===== src/bsie_pkg.sv =====
// Package: register map, field layout and carrier types of the bridge/supply interrupt enables
package bsie_pkg;

   // ------------------------------------------------------------
   // Register offsets
   // ------------------------------------------------------------
   localparam logic [7:0] BSIE_OFS_BRIDGE_EN = 8'h5C;
   localparam logic [7:0] BSIE_OFS_SUPPLY_EN = 8'h60;
   localparam logic [7:0] BSIE_OFS_BRIDGE_ST = 8'h64;
   localparam logic [7:0] BSIE_OFS_SUPPLY_ST = 8'h68;

   // ------------------------------------------------------------
   // Field layout and reset values
   // ------------------------------------------------------------
   localparam logic [31:0] BSIE_BRIDGE_MASK  = 32'h001F_3C0F;
   localparam logic [31:0] BSIE_SUPPLY_MASK  = 32'h0000_00FF;
   localparam logic [31:0] BSIE_BRIDGE_RESET = 32'h0000_0000;
   localparam logic [31:0] BSIE_SUPPLY_RESET = 32'h0000_0000;

   localparam int BSIE_DRV_SUPPLY_HIGH = 20;
   localparam int BSIE_DRV_SUPPLY_LOW  = 19;
   localparam int BSIE_PUMP_HIGH       = 18;
   localparam int BSIE_PUMP_LOW_FIRST  = 17;
   localparam int BSIE_PUMP_LOW_SECOND = 16;
   localparam int BSIE_HIGH_B_OC       = 13;
   localparam int BSIE_HIGH_A_OC       = 12;
   localparam int BSIE_LOW_B_OC        = 11;
   localparam int BSIE_LOW_A_OC        = 10;
   localparam int BSIE_HIGH_B_SHORT    = 3;
   localparam int BSIE_HIGH_A_SHORT    = 2;
   localparam int BSIE_LOW_B_SHORT     = 1;
   localparam int BSIE_LOW_A_SHORT     = 0;
   localparam int BSIE_CORE_OVER       = 7;
   localparam int BSIE_FIVE_OVER       = 6;
   localparam int BSIE_MAIN_OVER       = 5;
   localparam int BSIE_BATT_OVER       = 4;
   localparam int BSIE_CORE_UNDER      = 3;
   localparam int BSIE_FIVE_UNDER      = 2;
   localparam int BSIE_MAIN_UNDER      = 1;
   localparam int BSIE_BATT_UNDER      = 0;

   // ------------------------------------------------------------
   // Carrier types
   // ------------------------------------------------------------
   typedef struct packed {
      logic        psel;
      logic        penable;
      logic        pwrite;
      logic [7:0]  paddr;
      logic [31:0] pwdata;
   } bsie_apb_req_t;

   typedef struct packed {
      logic [31:0] bridge;
      logic [31:0] supply;
   } bsie_irq_vec_t;

endpackage


===== src/bsie_edge.sv =====
// Rising-edge catcher for the supply monitor conditions
module bsie_edge (
   input  wire logic       clk_in,
   input  wire logic       nrst_in,
   input  wire logic [7:0] level_in,
   output logic      [7:0] rise_out
);
   logic [7:0] prev_q;

   // ------------------------------------------------------------
   // Previous level, per bit
   // ------------------------------------------------------------
   genvar gi;
   generate
      for (gi = 0; gi < 8; gi++) begin : g_bit
         always_ff @(posedge clk_in) begin
            if (!nrst_in) begin
               prev_q[gi] <= 1'b0;
            end else begin
               prev_q[gi] <= level_in[gi];
            end
         end
         // Edge only, so a stuck fault raises one event, not a storm
         assign rise_out[gi] = level_in[gi] & ~prev_q[gi];
      end
   endgenerate
endmodule


===== src/bsie_top.sv =====
// Bridge and supply interrupt enable block with APB register slave
module bsie_top (
   input  wire logic        clk_in,
   input  wire logic        nrst_in,
   input  wire logic        psel_in,
   input  wire logic        penable_in,
   input  wire logic        pwrite_in,
   input  wire logic [7:0]  paddr_in,
   input  wire logic [31:0] pwdata_in,
   output logic      [31:0] prdata_out,
   output logic             pready_out,
   output logic             pslverr_out,
   input  wire logic [31:0] bridge_event_in,
   input  wire logic [7:0]  supply_level_in,
   output logic      [31:0] bridge_req_out,
   output logic      [7:0]  supply_req_out,
   output logic             irq_out
);

   // ------------------------------------------------------------
   // Bus decode
   // ------------------------------------------------------------
   bsie_pkg::bsie_apb_req_t req;
   logic        wr_acc;
   logic        rd_acc;
   logic        hit;
   logic [31:0] rd_d;
   logic [31:0] prdata_q;

   assign req.psel    = psel_in;
   assign req.penable = penable_in;
   assign req.pwrite  = pwrite_in;
   assign req.paddr   = paddr_in;
   assign req.pwdata  = pwdata_in;

   assign hit = (req.paddr == bsie_pkg::BSIE_OFS_BRIDGE_EN) ||
                (req.paddr == bsie_pkg::BSIE_OFS_SUPPLY_EN) ||
                (req.paddr == bsie_pkg::BSIE_OFS_BRIDGE_ST) ||
                (req.paddr == bsie_pkg::BSIE_OFS_SUPPLY_ST);
   assign wr_acc = req.psel & req.penable & req.pwrite;
   assign rd_acc = req.psel & req.penable & ~req.pwrite;

   // Zero wait states; unmapped addresses answer with an error
   assign pready_out  = 1'b1;
   assign pslverr_out = req.psel & req.penable & ~hit;

   // ------------------------------------------------------------
   // Enable registers
   // ------------------------------------------------------------
   logic [31:0] bridge_en_q;
   logic [31:0] supply_en_q;

   always_ff @(posedge clk_in) begin
      if (!nrst_in) begin
         bridge_en_q <= bsie_pkg::BSIE_BRIDGE_RESET;
      end else if (wr_acc && req.paddr == bsie_pkg::BSIE_OFS_BRIDGE_EN) begin
         bridge_en_q <= req.pwdata & bsie_pkg::BSIE_BRIDGE_MASK;
      end
   end

   always_ff @(posedge clk_in) begin
      if (!nrst_in) begin
         supply_en_q <= bsie_pkg::BSIE_SUPPLY_RESET;
      end else if (wr_acc && req.paddr == bsie_pkg::BSIE_OFS_SUPPLY_EN) begin
         supply_en_q <= req.pwdata & bsie_pkg::BSIE_SUPPLY_MASK;
      end
   end

   // ------------------------------------------------------------
   // Sticky status, cleared on read; a new event wins over the clear
   // ------------------------------------------------------------
   logic [7:0]  supply_rise;
   logic [31:0] bridge_st_q;
   logic [31:0] bridge_st_d;
   logic [7:0]  supply_st_q;
   logic [7:0]  supply_st_d;
   logic        rd_bridge_st;
   logic        rd_supply_st;

   bsie_edge u_edge (
      .clk_in   (clk_in),
      .nrst_in  (nrst_in),
      .level_in (supply_level_in),
      .rise_out (supply_rise)
   );

   assign rd_bridge_st = rd_acc && (req.paddr == bsie_pkg::BSIE_OFS_BRIDGE_ST);
   assign rd_supply_st = rd_acc && (req.paddr == bsie_pkg::BSIE_OFS_SUPPLY_ST);

   // Status records events regardless of enables, so enable writes leave it intact
   // A read clears only what its setup cycle captured, so a later event is not lost
   always_comb begin
      bridge_st_d = rd_bridge_st ? (bridge_st_q & ~prdata_q) : bridge_st_q;
      bridge_st_d = bridge_st_d | (bridge_event_in & bsie_pkg::BSIE_BRIDGE_MASK);
      supply_st_d = rd_supply_st ? (supply_st_q & ~prdata_q[7:0]) : supply_st_q;
      supply_st_d = supply_st_d | supply_rise;
   end

   always_ff @(posedge clk_in) begin
      if (!nrst_in) begin
         bridge_st_q <= 32'h0000_0000;
      end else begin
         bridge_st_q <= bridge_st_d;
      end
   end

   always_ff @(posedge clk_in) begin
      if (!nrst_in) begin
         supply_st_q <= 8'h00;
      end else begin
         supply_st_q <= supply_st_d;
      end
   end

   // ------------------------------------------------------------
   // Request gating
   // ------------------------------------------------------------
   bsie_pkg::bsie_irq_vec_t gated;

   assign gated.bridge = bridge_st_q & bridge_en_q;
   assign gated.supply = {24'h00_0000, supply_st_q & supply_en_q[7:0]};

   assign bridge_req_out = gated.bridge;
   assign supply_req_out = gated.supply[7:0];
   assign irq_out        = (|gated.bridge) | (|gated.supply);

   // ------------------------------------------------------------
   // Read data
   // ------------------------------------------------------------
   always_comb begin
      rd_d = 32'h0000_0000;
      unique case (req.paddr)
         bsie_pkg::BSIE_OFS_BRIDGE_EN: begin
            rd_d = bridge_en_q;
         end
         bsie_pkg::BSIE_OFS_SUPPLY_EN: begin
            rd_d = supply_en_q;
         end
         bsie_pkg::BSIE_OFS_BRIDGE_ST: begin
            rd_d = bridge_st_q;
         end
         bsie_pkg::BSIE_OFS_SUPPLY_ST: begin
            rd_d = {24'h00_0000, supply_st_q};
         end
         default: begin
            rd_d = 32'h0000_0000;
         end
      endcase
   end

   // Registered in setup so data stands through the access phase
   always_ff @(posedge clk_in) begin
      if (!nrst_in) begin
         prdata_q <= 32'h0000_0000;
      end else if (req.psel && !req.penable && !req.pwrite) begin
         prdata_q <= rd_d;
      end
   end

   assign prdata_out = prdata_q;

   // ------------------------------------------------------------
   // Assertions
   // ------------------------------------------------------------
   property p_drv_high;
      @(posedge clk_in) disable iff (!nrst_in)
      bridge_req_out[bsie_pkg::BSIE_DRV_SUPPLY_HIGH] |->
         bridge_en_q[bsie_pkg::BSIE_DRV_SUPPLY_HIGH];
   endproperty
   a_drv_high: assert property (p_drv_high) else $error("drive high leaks");

   property p_drv_low;
      @(posedge clk_in) disable iff (!nrst_in)
      (bridge_event_in[bsie_pkg::BSIE_DRV_SUPPLY_LOW] && bridge_en_q[19] && !wr_acc)
         |=> bridge_req_out[19];
   endproperty
   a_drv_low: assert property (p_drv_low) else $error("drive low missed");

   property p_pump;
      @(posedge clk_in) disable iff (!nrst_in)
      (bridge_req_out[18:16] & ~bridge_en_q[18:16]) == 3'h0;
   endproperty
   a_pump: assert property (p_pump) else $error("pump leaks");

   property p_reserved;
      @(posedge clk_in) disable iff (!nrst_in)
      ((bridge_en_q & ~bsie_pkg::BSIE_BRIDGE_MASK) == 32'h0000_0000) &&
      (supply_en_q[31:8] == 24'h00_0000);
   endproperty
   a_reserved: assert property (p_reserved) else $error("reserved set");

   property p_supply_gate;
      @(posedge clk_in) disable iff (!nrst_in)
      (supply_req_out & ~supply_en_q[7:0]) == 8'h00;
   endproperty
   a_supply_gate: assert property (p_supply_gate) else $error("supply leaks");

   property p_edge;
      @(posedge clk_in) disable iff (!nrst_in)
      ($past(supply_level_in[0]) && supply_level_in[0] && rd_supply_st && prdata_q[0])
         |=> !supply_st_q[0];
   endproperty
   a_edge: assert property (p_edge) else $error("level retriggered");

   property p_batt_rise;
      @(posedge clk_in) disable iff (!nrst_in)
      $rose(supply_level_in[bsie_pkg::BSIE_BATT_UNDER]) |=> supply_st_q[0];
   endproperty
   a_batt_rise: assert property (p_batt_rise) else $error("edge lost");

   property p_status_kept;
      @(posedge clk_in) disable iff (!nrst_in)
      (wr_acc && bridge_st_q[13]) |=> bridge_st_q[13];
   endproperty
   a_status_kept: assert property (p_status_kept) else $error("status lost");

   property p_irq;
      @(posedge clk_in) disable iff (!nrst_in)
      irq_out == ((|bridge_req_out) || (|supply_req_out));
   endproperty
   a_irq: assert property (p_irq) else $error("irq mismatch");

   // Enabled events must reach their request line one edge later
   property p_pump_high;
      @(posedge clk_in) disable iff (!nrst_in)
      (bridge_event_in[bsie_pkg::BSIE_PUMP_HIGH] && !wr_acc &&
         bridge_en_q[bsie_pkg::BSIE_PUMP_HIGH])
         |=> bridge_req_out[bsie_pkg::BSIE_PUMP_HIGH];
   endproperty
   a_pump_high: assert property (p_pump_high) else $error("pump high lost");

   property p_pump_low1;
      @(posedge clk_in) disable iff (!nrst_in)
      (bridge_event_in[bsie_pkg::BSIE_PUMP_LOW_FIRST] && !wr_acc &&
         bridge_en_q[bsie_pkg::BSIE_PUMP_LOW_FIRST])
         |=> bridge_req_out[bsie_pkg::BSIE_PUMP_LOW_FIRST];
   endproperty
   a_pump_low1: assert property (p_pump_low1) else $error("pump low1 lost");

   property p_pump_low2;
      @(posedge clk_in) disable iff (!nrst_in)
      (bridge_event_in[bsie_pkg::BSIE_PUMP_LOW_SECOND] && !wr_acc &&
         bridge_en_q[bsie_pkg::BSIE_PUMP_LOW_SECOND])
         |=> bridge_req_out[bsie_pkg::BSIE_PUMP_LOW_SECOND];
   endproperty
   a_pump_low2: assert property (p_pump_low2) else $error("pump low2 lost");

   property p_high_b_oc;
      @(posedge clk_in) disable iff (!nrst_in)
      (bridge_event_in[bsie_pkg::BSIE_HIGH_B_OC] && !wr_acc &&
         bridge_en_q[bsie_pkg::BSIE_HIGH_B_OC])
         |=> bridge_req_out[bsie_pkg::BSIE_HIGH_B_OC];
   endproperty
   a_high_b_oc: assert property (p_high_b_oc) else $error("high b oc lost");

   property p_low_a_oc;
      @(posedge clk_in) disable iff (!nrst_in)
      (bridge_event_in[bsie_pkg::BSIE_LOW_A_OC] && !wr_acc &&
         bridge_en_q[bsie_pkg::BSIE_LOW_A_OC])
         |=> bridge_req_out[bsie_pkg::BSIE_LOW_A_OC];
   endproperty
   a_low_a_oc: assert property (p_low_a_oc) else $error("low a oc lost");

   property p_high_b_short;
      @(posedge clk_in) disable iff (!nrst_in)
      (bridge_event_in[bsie_pkg::BSIE_HIGH_B_SHORT] && !wr_acc &&
         bridge_en_q[bsie_pkg::BSIE_HIGH_B_SHORT])
         |=> bridge_req_out[bsie_pkg::BSIE_HIGH_B_SHORT];
   endproperty
   a_high_b_short: assert property (p_high_b_short) else $error("high b short lost");

   property p_low_a_short;
      @(posedge clk_in) disable iff (!nrst_in)
      (bridge_event_in[bsie_pkg::BSIE_LOW_A_SHORT] && !wr_acc &&
         bridge_en_q[bsie_pkg::BSIE_LOW_A_SHORT])
         |=> bridge_req_out[bsie_pkg::BSIE_LOW_A_SHORT];
   endproperty
   a_low_a_short: assert property (p_low_a_short) else $error("low a short lost");

   property p_core_over;
      @(posedge clk_in) disable iff (!nrst_in)
      (supply_rise[bsie_pkg::BSIE_CORE_OVER] && !wr_acc &&
         supply_en_q[bsie_pkg::BSIE_CORE_OVER])
         |=> supply_req_out[bsie_pkg::BSIE_CORE_OVER];
   endproperty
   a_core_over: assert property (p_core_over) else $error("core over lost");

   property p_five_over;
      @(posedge clk_in) disable iff (!nrst_in)
      (supply_rise[bsie_pkg::BSIE_FIVE_OVER] && !wr_acc &&
         supply_en_q[bsie_pkg::BSIE_FIVE_OVER])
         |=> supply_req_out[bsie_pkg::BSIE_FIVE_OVER];
   endproperty
   a_five_over: assert property (p_five_over) else $error("five over lost");

   property p_main_over;
      @(posedge clk_in) disable iff (!nrst_in)
      (supply_rise[bsie_pkg::BSIE_MAIN_OVER] && !wr_acc &&
         supply_en_q[bsie_pkg::BSIE_MAIN_OVER])
         |=> supply_req_out[bsie_pkg::BSIE_MAIN_OVER];
   endproperty
   a_main_over: assert property (p_main_over) else $error("main over lost");

   property p_batt_over;
      @(posedge clk_in) disable iff (!nrst_in)
      (supply_rise[bsie_pkg::BSIE_BATT_OVER] && !wr_acc &&
         supply_en_q[bsie_pkg::BSIE_BATT_OVER])
         |=> supply_req_out[bsie_pkg::BSIE_BATT_OVER];
   endproperty
   a_batt_over: assert property (p_batt_over) else $error("battery over lost");

   property p_core_under;
      @(posedge clk_in) disable iff (!nrst_in)
      (supply_rise[bsie_pkg::BSIE_CORE_UNDER] && !wr_acc &&
         supply_en_q[bsie_pkg::BSIE_CORE_UNDER])
         |=> supply_req_out[bsie_pkg::BSIE_CORE_UNDER];
   endproperty
   a_core_under: assert property (p_core_under) else $error("core under lost");

   property p_five_under;
      @(posedge clk_in) disable iff (!nrst_in)
      (supply_rise[bsie_pkg::BSIE_FIVE_UNDER] && !wr_acc &&
         supply_en_q[bsie_pkg::BSIE_FIVE_UNDER])
         |=> supply_req_out[bsie_pkg::BSIE_FIVE_UNDER];
   endproperty
   a_five_under: assert property (p_five_under) else $error("five under lost");

   property p_main_under;
      @(posedge clk_in) disable iff (!nrst_in)
      (supply_rise[bsie_pkg::BSIE_MAIN_UNDER] && !wr_acc &&
         supply_en_q[bsie_pkg::BSIE_MAIN_UNDER])
         |=> supply_req_out[bsie_pkg::BSIE_MAIN_UNDER];
   endproperty
   a_main_under: assert property (p_main_under) else $error("main under lost");

   property p_batt_under;
      @(posedge clk_in) disable iff (!nrst_in)
      (supply_rise[bsie_pkg::BSIE_BATT_UNDER] && !wr_acc &&
         supply_en_q[bsie_pkg::BSIE_BATT_UNDER])
         |=> supply_req_out[bsie_pkg::BSIE_BATT_UNDER];
   endproperty
   a_batt_under: assert property (p_batt_under) else $error("battery under lost");

   c_bridge_irq: cover property (@(posedge clk_in) $rose(bridge_req_out[0]));
   c_supply_irq: cover property (@(posedge clk_in) $rose(supply_req_out[7]));
   c_clear: cover property (@(posedge clk_in) rd_supply_st && |supply_st_q);
endmodule


===== config.mk =====
export PLATFORM = sky130hd
export DESIGN_NAME = bsie_top
export DESIGN_NICKNAME = d
export VERILOG_FILES = /design/src/bsie_pkg.sv /design/src/bsie_edge.sv /design/src/bsie_top.sv
export SDC_FILE = /design/constraint.sdc
export NUM_CORES = 1
export LEC_CHECK = 0
export BUFFER_PORTS_ARGS = -buffer_cell sky130_fd_sc_hd__buf_2
export CAP_MARGIN = 20
export CORE_MARGIN = 2
export CORE_UTILIZATION = 25
export CTS_CLUSTER_DIAMETER = 100
export DETAILED_ROUTE_END_ITERATION = 8
export GPL_ROUTABILITY_DRIVEN = 0
export PLACE_DENSITY = 0.53
export SYNTH_ARGS = -nofsm -noshare
export SYNTH_HDL_FRONTEND = slang
export SYNTH_SLANG_ARGS = --single-unit

===== constraint.sdc =====
create_clock -name clk_in -period 2.04 [get_ports clk_in]
set_input_delay 0.102 -clock clk_in [delete_from_list [all_inputs] [get_ports clk_in]]
set_output_delay 0.102 -clock clk_in [all_outputs]
set_load 0.01 [all_outputs]

## Word-level counts from Yosys, hierarchy flattened

Cells that the tools add are included.

| word-level totals | value |
|---|---|
| ROM bits | 0 |
| input bits | 85 |
| bits in latches | 0 |
| output and inout bits | 75 |
| memories | 0 |
| memory bits (writable) | 0 |
| word-level logic and storage cells | 64 |
| register bits | 101 |

| operators by class | value |
|---|---|
| order comparisons | 0 |
| divide/modulo/power cells | 0 |
| muxes and demuxes | 3 |
| equal/unequal tests | 4 |
| $add $sub $neg | 0 |
| shifts and indexed selects | 0 |
| $mul | 0 |
| reductions and logical operators | 13 |
| bitwise operators | 31 |

Operators with widths:

| kind | number |
|---|---|
| 32-bit one-hot mux with 4 select lines | 1 |
| 32-bit by 21-bit bitwise AND with 32-bit output | 1 |
| 32-bit bitwise AND | 1 |
| 8-bit by 7-bit == test with 1-bit output, second input constant | 4 |
| 32-bit two-way mux | 1 |
| 32-bit NOT | 1 |
| 32-bit by 21-bit OR with 32-bit output | 1 |
| 32-bit OR reduction | 1 |
| 8-bit bitwise AND | 2 |
| 1-bit bitwise AND | 12 |
| 1-bit NOT | 10 |
| 8-bit two-way mux | 1 |
| 8-bit NOT | 1 |
| 8-bit OR | 1 |
| 8-bit OR reduction | 1 |
| 1-bit logical AND | 6 |
| 1-bit logical OR | 3 |
| 1-bit logical NOT | 2 |
| 1-bit OR | 1 |

## Longest topological paths before layout

| depth | value |
|---|---|
| depth in word-level cells | 6 |
| depth in mapped cells | 7 |
| depth with buffers taken out | 4 |

## Modules after synthesis

A second synthesis with hierarchy kept.

| unflattened totals | value |
|---|---|
| cells, all modules | 467 |
| area total of the unflattened synthesis | 4197.8 um^2 |

Modules (own cells, without submodules):

| module | sequential area each (um^2) | area an instance (um^2) | instances | cells an instance |
|---|---|---|---|---|
| bsie_top | 1861.8 | 3937.5 | 1 | 443 |
| bsie_edge | 160.2 | 260.2 | 1 | 24 |

## Worst setup path after synthesis

OpenSTA, ideal clock, no wires.

| timing path | value |
|---|---|
| kind | register -> output |
| from | register bridge_st_q[2] |
| to | output port irq_out |
| data required time | 1.938 ns |
| cell stages (with the launch flop) | 5 |
| data arrival time | 1.696 ns |
| setup slack | 0.242 ns |
| path buffers | 0 |
| path through | dfxtp_1 > a222oi_1 > or4b_1 > nor3_1 > or4b_1 |

| on the way | value |
|---|---|
| cells in the longest elaborated chain, start to end | 3 |

RTL lines:

| item | line | source |
|---|---|---|
| start, declared | bsie_top.sv:73 | `logic [31:0] bridge_st_q;` |
| start signal, assigned | bsie_top.sv:103 | `bridge_st_q <= bridge_st_d;` |
| 32-bit by 21-bit bitwise AND with 32-bit output | bsie_top.sv:120 | `assign gated.bridge = bridge_st_q & bridge_en_q;` |
| 32-bit OR reduction | bsie_top.sv:125 | `assign irq_out = (\|gated.bridge) \| (\|gated.supply);` |
| 1-bit OR | bsie_top.sv:125 |  |
| end, declared | bsie_top.sv:17 | `output logic irq_out` |

No other way between the ends.

## Worst setup path in the final report

| timing path | value |
|---|---|
| from | register bridge_st_q[19] |
| to | output port irq_out |

Same word-level chain as after synthesis.

==> parameters.txt <==
Parameter                              Value

Pwr
  Power per standard cell area ... 704 nW/um^2
  NetSw ... 0.000969 W
  Switching Share ... 23.7%
  Combinational power share ... 7.5%
  Relative contribution of sequential cells to total power ... 49.7%
  Pleak ... 2.64 nW
  Pwr Total ... 0.00408 W
  Part of the total power dissipated in the clock network ... 42.8%
  Maximum vdd ir drop ... 412 uV
  Cell Int Power ... 0.00311 W

Global route
  Wire length of the first global-routing pass ... 20800 um
  GRT overflow ... 0
  Via count of the first global-routing pass ... 3929
  Largest net degree at the start of global routing ... 49
  Initial antenna violation count ... 1
  Global-route usage over all layers ... 15.1%

Critical path
  Kind of critical path ... reg2out
  Delay of the slowest cell on the worst path ... 0.56 ns
  Worst path bufs/invs ... 2
  Cell at the slowest stage of the critical path ... sky130_fd_sc_hd__or4_1
  Arrival time worst endpoint ... 2.31 ns
  Type of element launching the critical path ... flip-flop
  Kind of capture point of the worst setup path ... primary output
  Cell Chain, Critical Path ... and2_1, or4_1, nor3_2, buf_4, or4b_1, buf_2
  Worst endpoint required time ... 1.94 ns
  Top Family by Delay on Critical Path ... simple AND/OR/NAND/NOR gates
  Largest fanout on the critical path ... 3

STA
  Number of slew-limit violations in the final report ... 0
  Max-slew headroom ... 42.4%
  Max Freq ... 414 MHz
  Setup repair after global routing missed its margin ... yes
  Final count of hold timing violations ... 0
  Post-Route Hold Slack ... 0.0200 ns
  Actual slew at the worst max-slew pin ... 0.864 ns
  Fin Clk Skew ... 0.0143 ns
  Final clock period utilization by the worst path ... 118%
  Number of setup violations in the final report ... 1
  Min cycle time layout ... 2.42 ns
  Worst Setup Slack, final ... -0.376 ns

Outcome
  Failing checks ... negative setup slack
  Outcome ... finished, violations left

Cells and area
  Synth-to-Final Area Change ... 38.9%
  Final Net Count ... 705
  Share of cells above drive strength 1 ... 28.8%
  Fill cell count ... 1718
  Final std cells w/o fill ... 846

Floorplanning
  Placeable core region ... 16500 sq um
  Overall die height ... 133 um
  Ports ... 160
  Die Outline Area ... 17700 sq um
  Die outline width ... 133 um
  Number of placement rows ... 47
  Initial Utilization ... 25.3%

Yosys
  Number of different library cells in the post-synthesis netlist ... 39
  Async S/R FF share, synth ... 0%
  Sequential area share after synthesis ... 48.5%
  Commonest cells post-synth ... sky130_fd_sc_hd__dfxtp_1, sky130_fd_sc_hd__nor2_1, sky130_fd_sc_hd__nand2_1, sky130_fd_sc_hd__and2_1, sky130_fd_sc_hd__a22oi_1
  Most frequent cell after synthesis ... sky130_fd_sc_hd__dfxtp_1
  Post-synth EDFFs ... 0
  Count of state elements after synthesis ... 101
  Gate count of the mapped netlist ... 449
  Average instance area after synthesis ... 9.29 sq um
  Leading post-synthesis cells by cell area ... sky130_fd_sc_hd__dfxtp_1, sky130_fd_sc_hd__mux2i_1, sky130_fd_sc_hd__a22oi_1, sky130_fd_sc_hd__and2_1, sky130_fd_sc_hd__buf_4
  Summed instance area of the synthesized netlist ... 4170 sq um
  Share of the synthesized area in the top cell type ... 48.5%
  Synth Flop Type ... sky130_fd_sc_hd__dfxtp_1
  Area leader, netlist ... sky130_fd_sc_hd__dfxtp_1
  Total of warnings raised by yosys ... 0

Detailed routing
  Number of iterations in the first detailed-routing pass ... 4
  Vias post-DR ... 3842
  Antenna-violating nets left ... 0
  Wirelength, routed ... 13000 um
  Iteration-0 DRC Markers ... 202
  Number of remaining DRC errors ... 0
  Via/cell ratio ... 4.54
  Post-DR wirelength/cell ... 15.4 um

Placed design
  Estimated wirelength of the detail-placed design ... 8930 um
  Port Buf Inserts ... 105
  DP Worst Slack ... -0.0702 ns
  Cell total after placement ... 798

Clock tree
  Clock latency of the later-clocked register in the worst-skew pair ... 0.36 ns
  Number of buffers on the longest clock path ... 2
  Total number of clock tree sinks ... 101
  Level count of the clock H-tree ... 3
  Clock tree from TritonCTS ... done
  Number of buffers inserted during clock tree synthesis ... 9
  Clock transition at the registers of the reported paths ... 0.07 ns
  Clock root buffer master ... sky130_fd_sc_hd__clkbuf_16
  Number of setup buffers added after CTS ... 0

Run
  Max capacitance violation total ... 0

Worst hold path
  HP Class ... in2reg
[what timing repair did]
action	in CTS	in global routing
pin swaps	2	0
hold buffers	31	0
setup endpoints to repair	1	1
gates resized for setup	1	0
endpoints found under the hold margin	32	0
[path summary, 6_finish.rpt]
path,cells after the start,slack (ns),start,to
max,6,-0.38,bridge_st_q[19],irq_out
min,3,0.02,pwdata_in[1],supply_en_q[1]
max reg2reg,4,0.98,bridge_st_q[1],prdata_out[1]
min reg2reg,2,0.43,bridge_st_q[29],bridge_st_q[29]
[power groups by stage]
stage	sequential, W	combinational [W]	clock (W)
after floorplan	0.00207	0.000161	0
after global placement	0.00207	0.000252	0
after detailed placement	0.00208	0.000256	0
after CTS	0.00203	0.000305	0.00181
after global routing	0.00204	0.000336	0.00190
final	0.00203	0.000304	0.00175
[worst min-delay path, delay by kind of cell]
kind	cells	cell delay [ns]
and+or+nand+nor	1	0.07
muxes	1	0.06
buffers and inverters	1	0.10
[sequential cells by signal, indices dropped and copies added (netlist names)]
| signal | cells |
|---|---|
| bridge_st_q | 32 |
| prdata_out | 32 |
| bridge_en_q | 13 |
| supply_en_q | 8 |
| supply_st_q | 8 |
| u_edge.prev_q | 8 |
[metrics by stage]
step                      utilization [%]  setup TNS (ns)  instance area, sq um
final                                35.2          -0.376                  5790
after global routing                 35.2          -0.475                  5790
after CTS                            35.2          -0.412                  5790
after detailed placement             31.5         -0.0702                  5180
after global placement               31.5         -0.0641                  5180
after floorplan                         -               0                  4240
[cell usage in the layout (no fill, tap or decap), types with 2 or more instances in the layout]
master and n:
sky130_fd_sc_hd__or4_1 3, sky130_fd_sc_hd__nand2_1 37, sky130_fd_sc_hd__buf_12 2, sky130_fd_sc_hd__o21ai_0 24, sky130_fd_sc_hd__dlygate4sd3_1 31, sky130_fd_sc_hd__nand3b_1 2
sky130_fd_sc_hd__inv_6 2, sky130_fd_sc_hd__o221ai_1 4, sky130_fd_sc_hd__a22oi_1 28, sky130_fd_sc_hd__a31oi_1 13, sky130_fd_sc_hd__a21oi_1 19, sky130_fd_sc_hd__inv_1 18
sky130_fd_sc_hd__dfxtp_1 101, sky130_fd_sc_hd__nor2_1 40, sky130_fd_sc_hd__clkinv_2 2, sky130_fd_sc_hd__a21boi_0 8, sky130_fd_sc_hd__nor4b_4 2, sky130_fd_sc_hd__buf_2 105
sky130_fd_sc_hd__clkinvlp_4 2, sky130_fd_sc_hd__nor3_4 2, sky130_fd_sc_hd__nand4bb_1 2, sky130_fd_sc_hd__clkbuf_16 9, sky130_fd_sc_hd__o21ai_1 3, sky130_fd_sc_hd__o21a_1 8
sky130_fd_sc_hd__a22o_1 9, sky130_fd_sc_hd__conb_1 20, sky130_fd_sc_hd__and2_1 31, sky130_fd_sc_hd__or4b_1 3, sky130_fd_sc_hd__mux2i_1 25, sky130_fd_sc_hd__nor2b_1 10
sky130_fd_sc_hd__buf_4 49
[cell families (layout without fill, tap and decap cells)]
group                  count (synthesis)  in the layout  share of synthesized area, %
AO/OA/AOI/OAI                        118            118                          18.6
flip-flops                           101            101                          48.5
AND/OR/NAND/NOR                      140            140                          18.6
other                                  2             21                         0.180
buffers and inverters                 63            221                          8.19
multiplexers                          25             25                          6.00
[per-layer routing]
layer / GRT usage, % / share of wire, %
met2: 25.3 / 47
met1: 18.4 / 44
met4: 6.26 / 1.9
met3: 4.07 / 7.0
met5: 0 / 0
[cell type report]
type                            instances  area, sq um  area share [%]
Clock buffer                            9          225            3.89
Timing Repair Buffer                  187         1240            21.5
Clock inverter                          7         72.6            1.25
Sequential cell                       101         2020            34.9
Antenna cell                            1         2.50          0.0432
Multi-Input combinational cell        303         1890            32.5
Inverter                               18         67.6            1.17
Tap cell                              220          275            4.75
(Power assumes the default switching activity.)
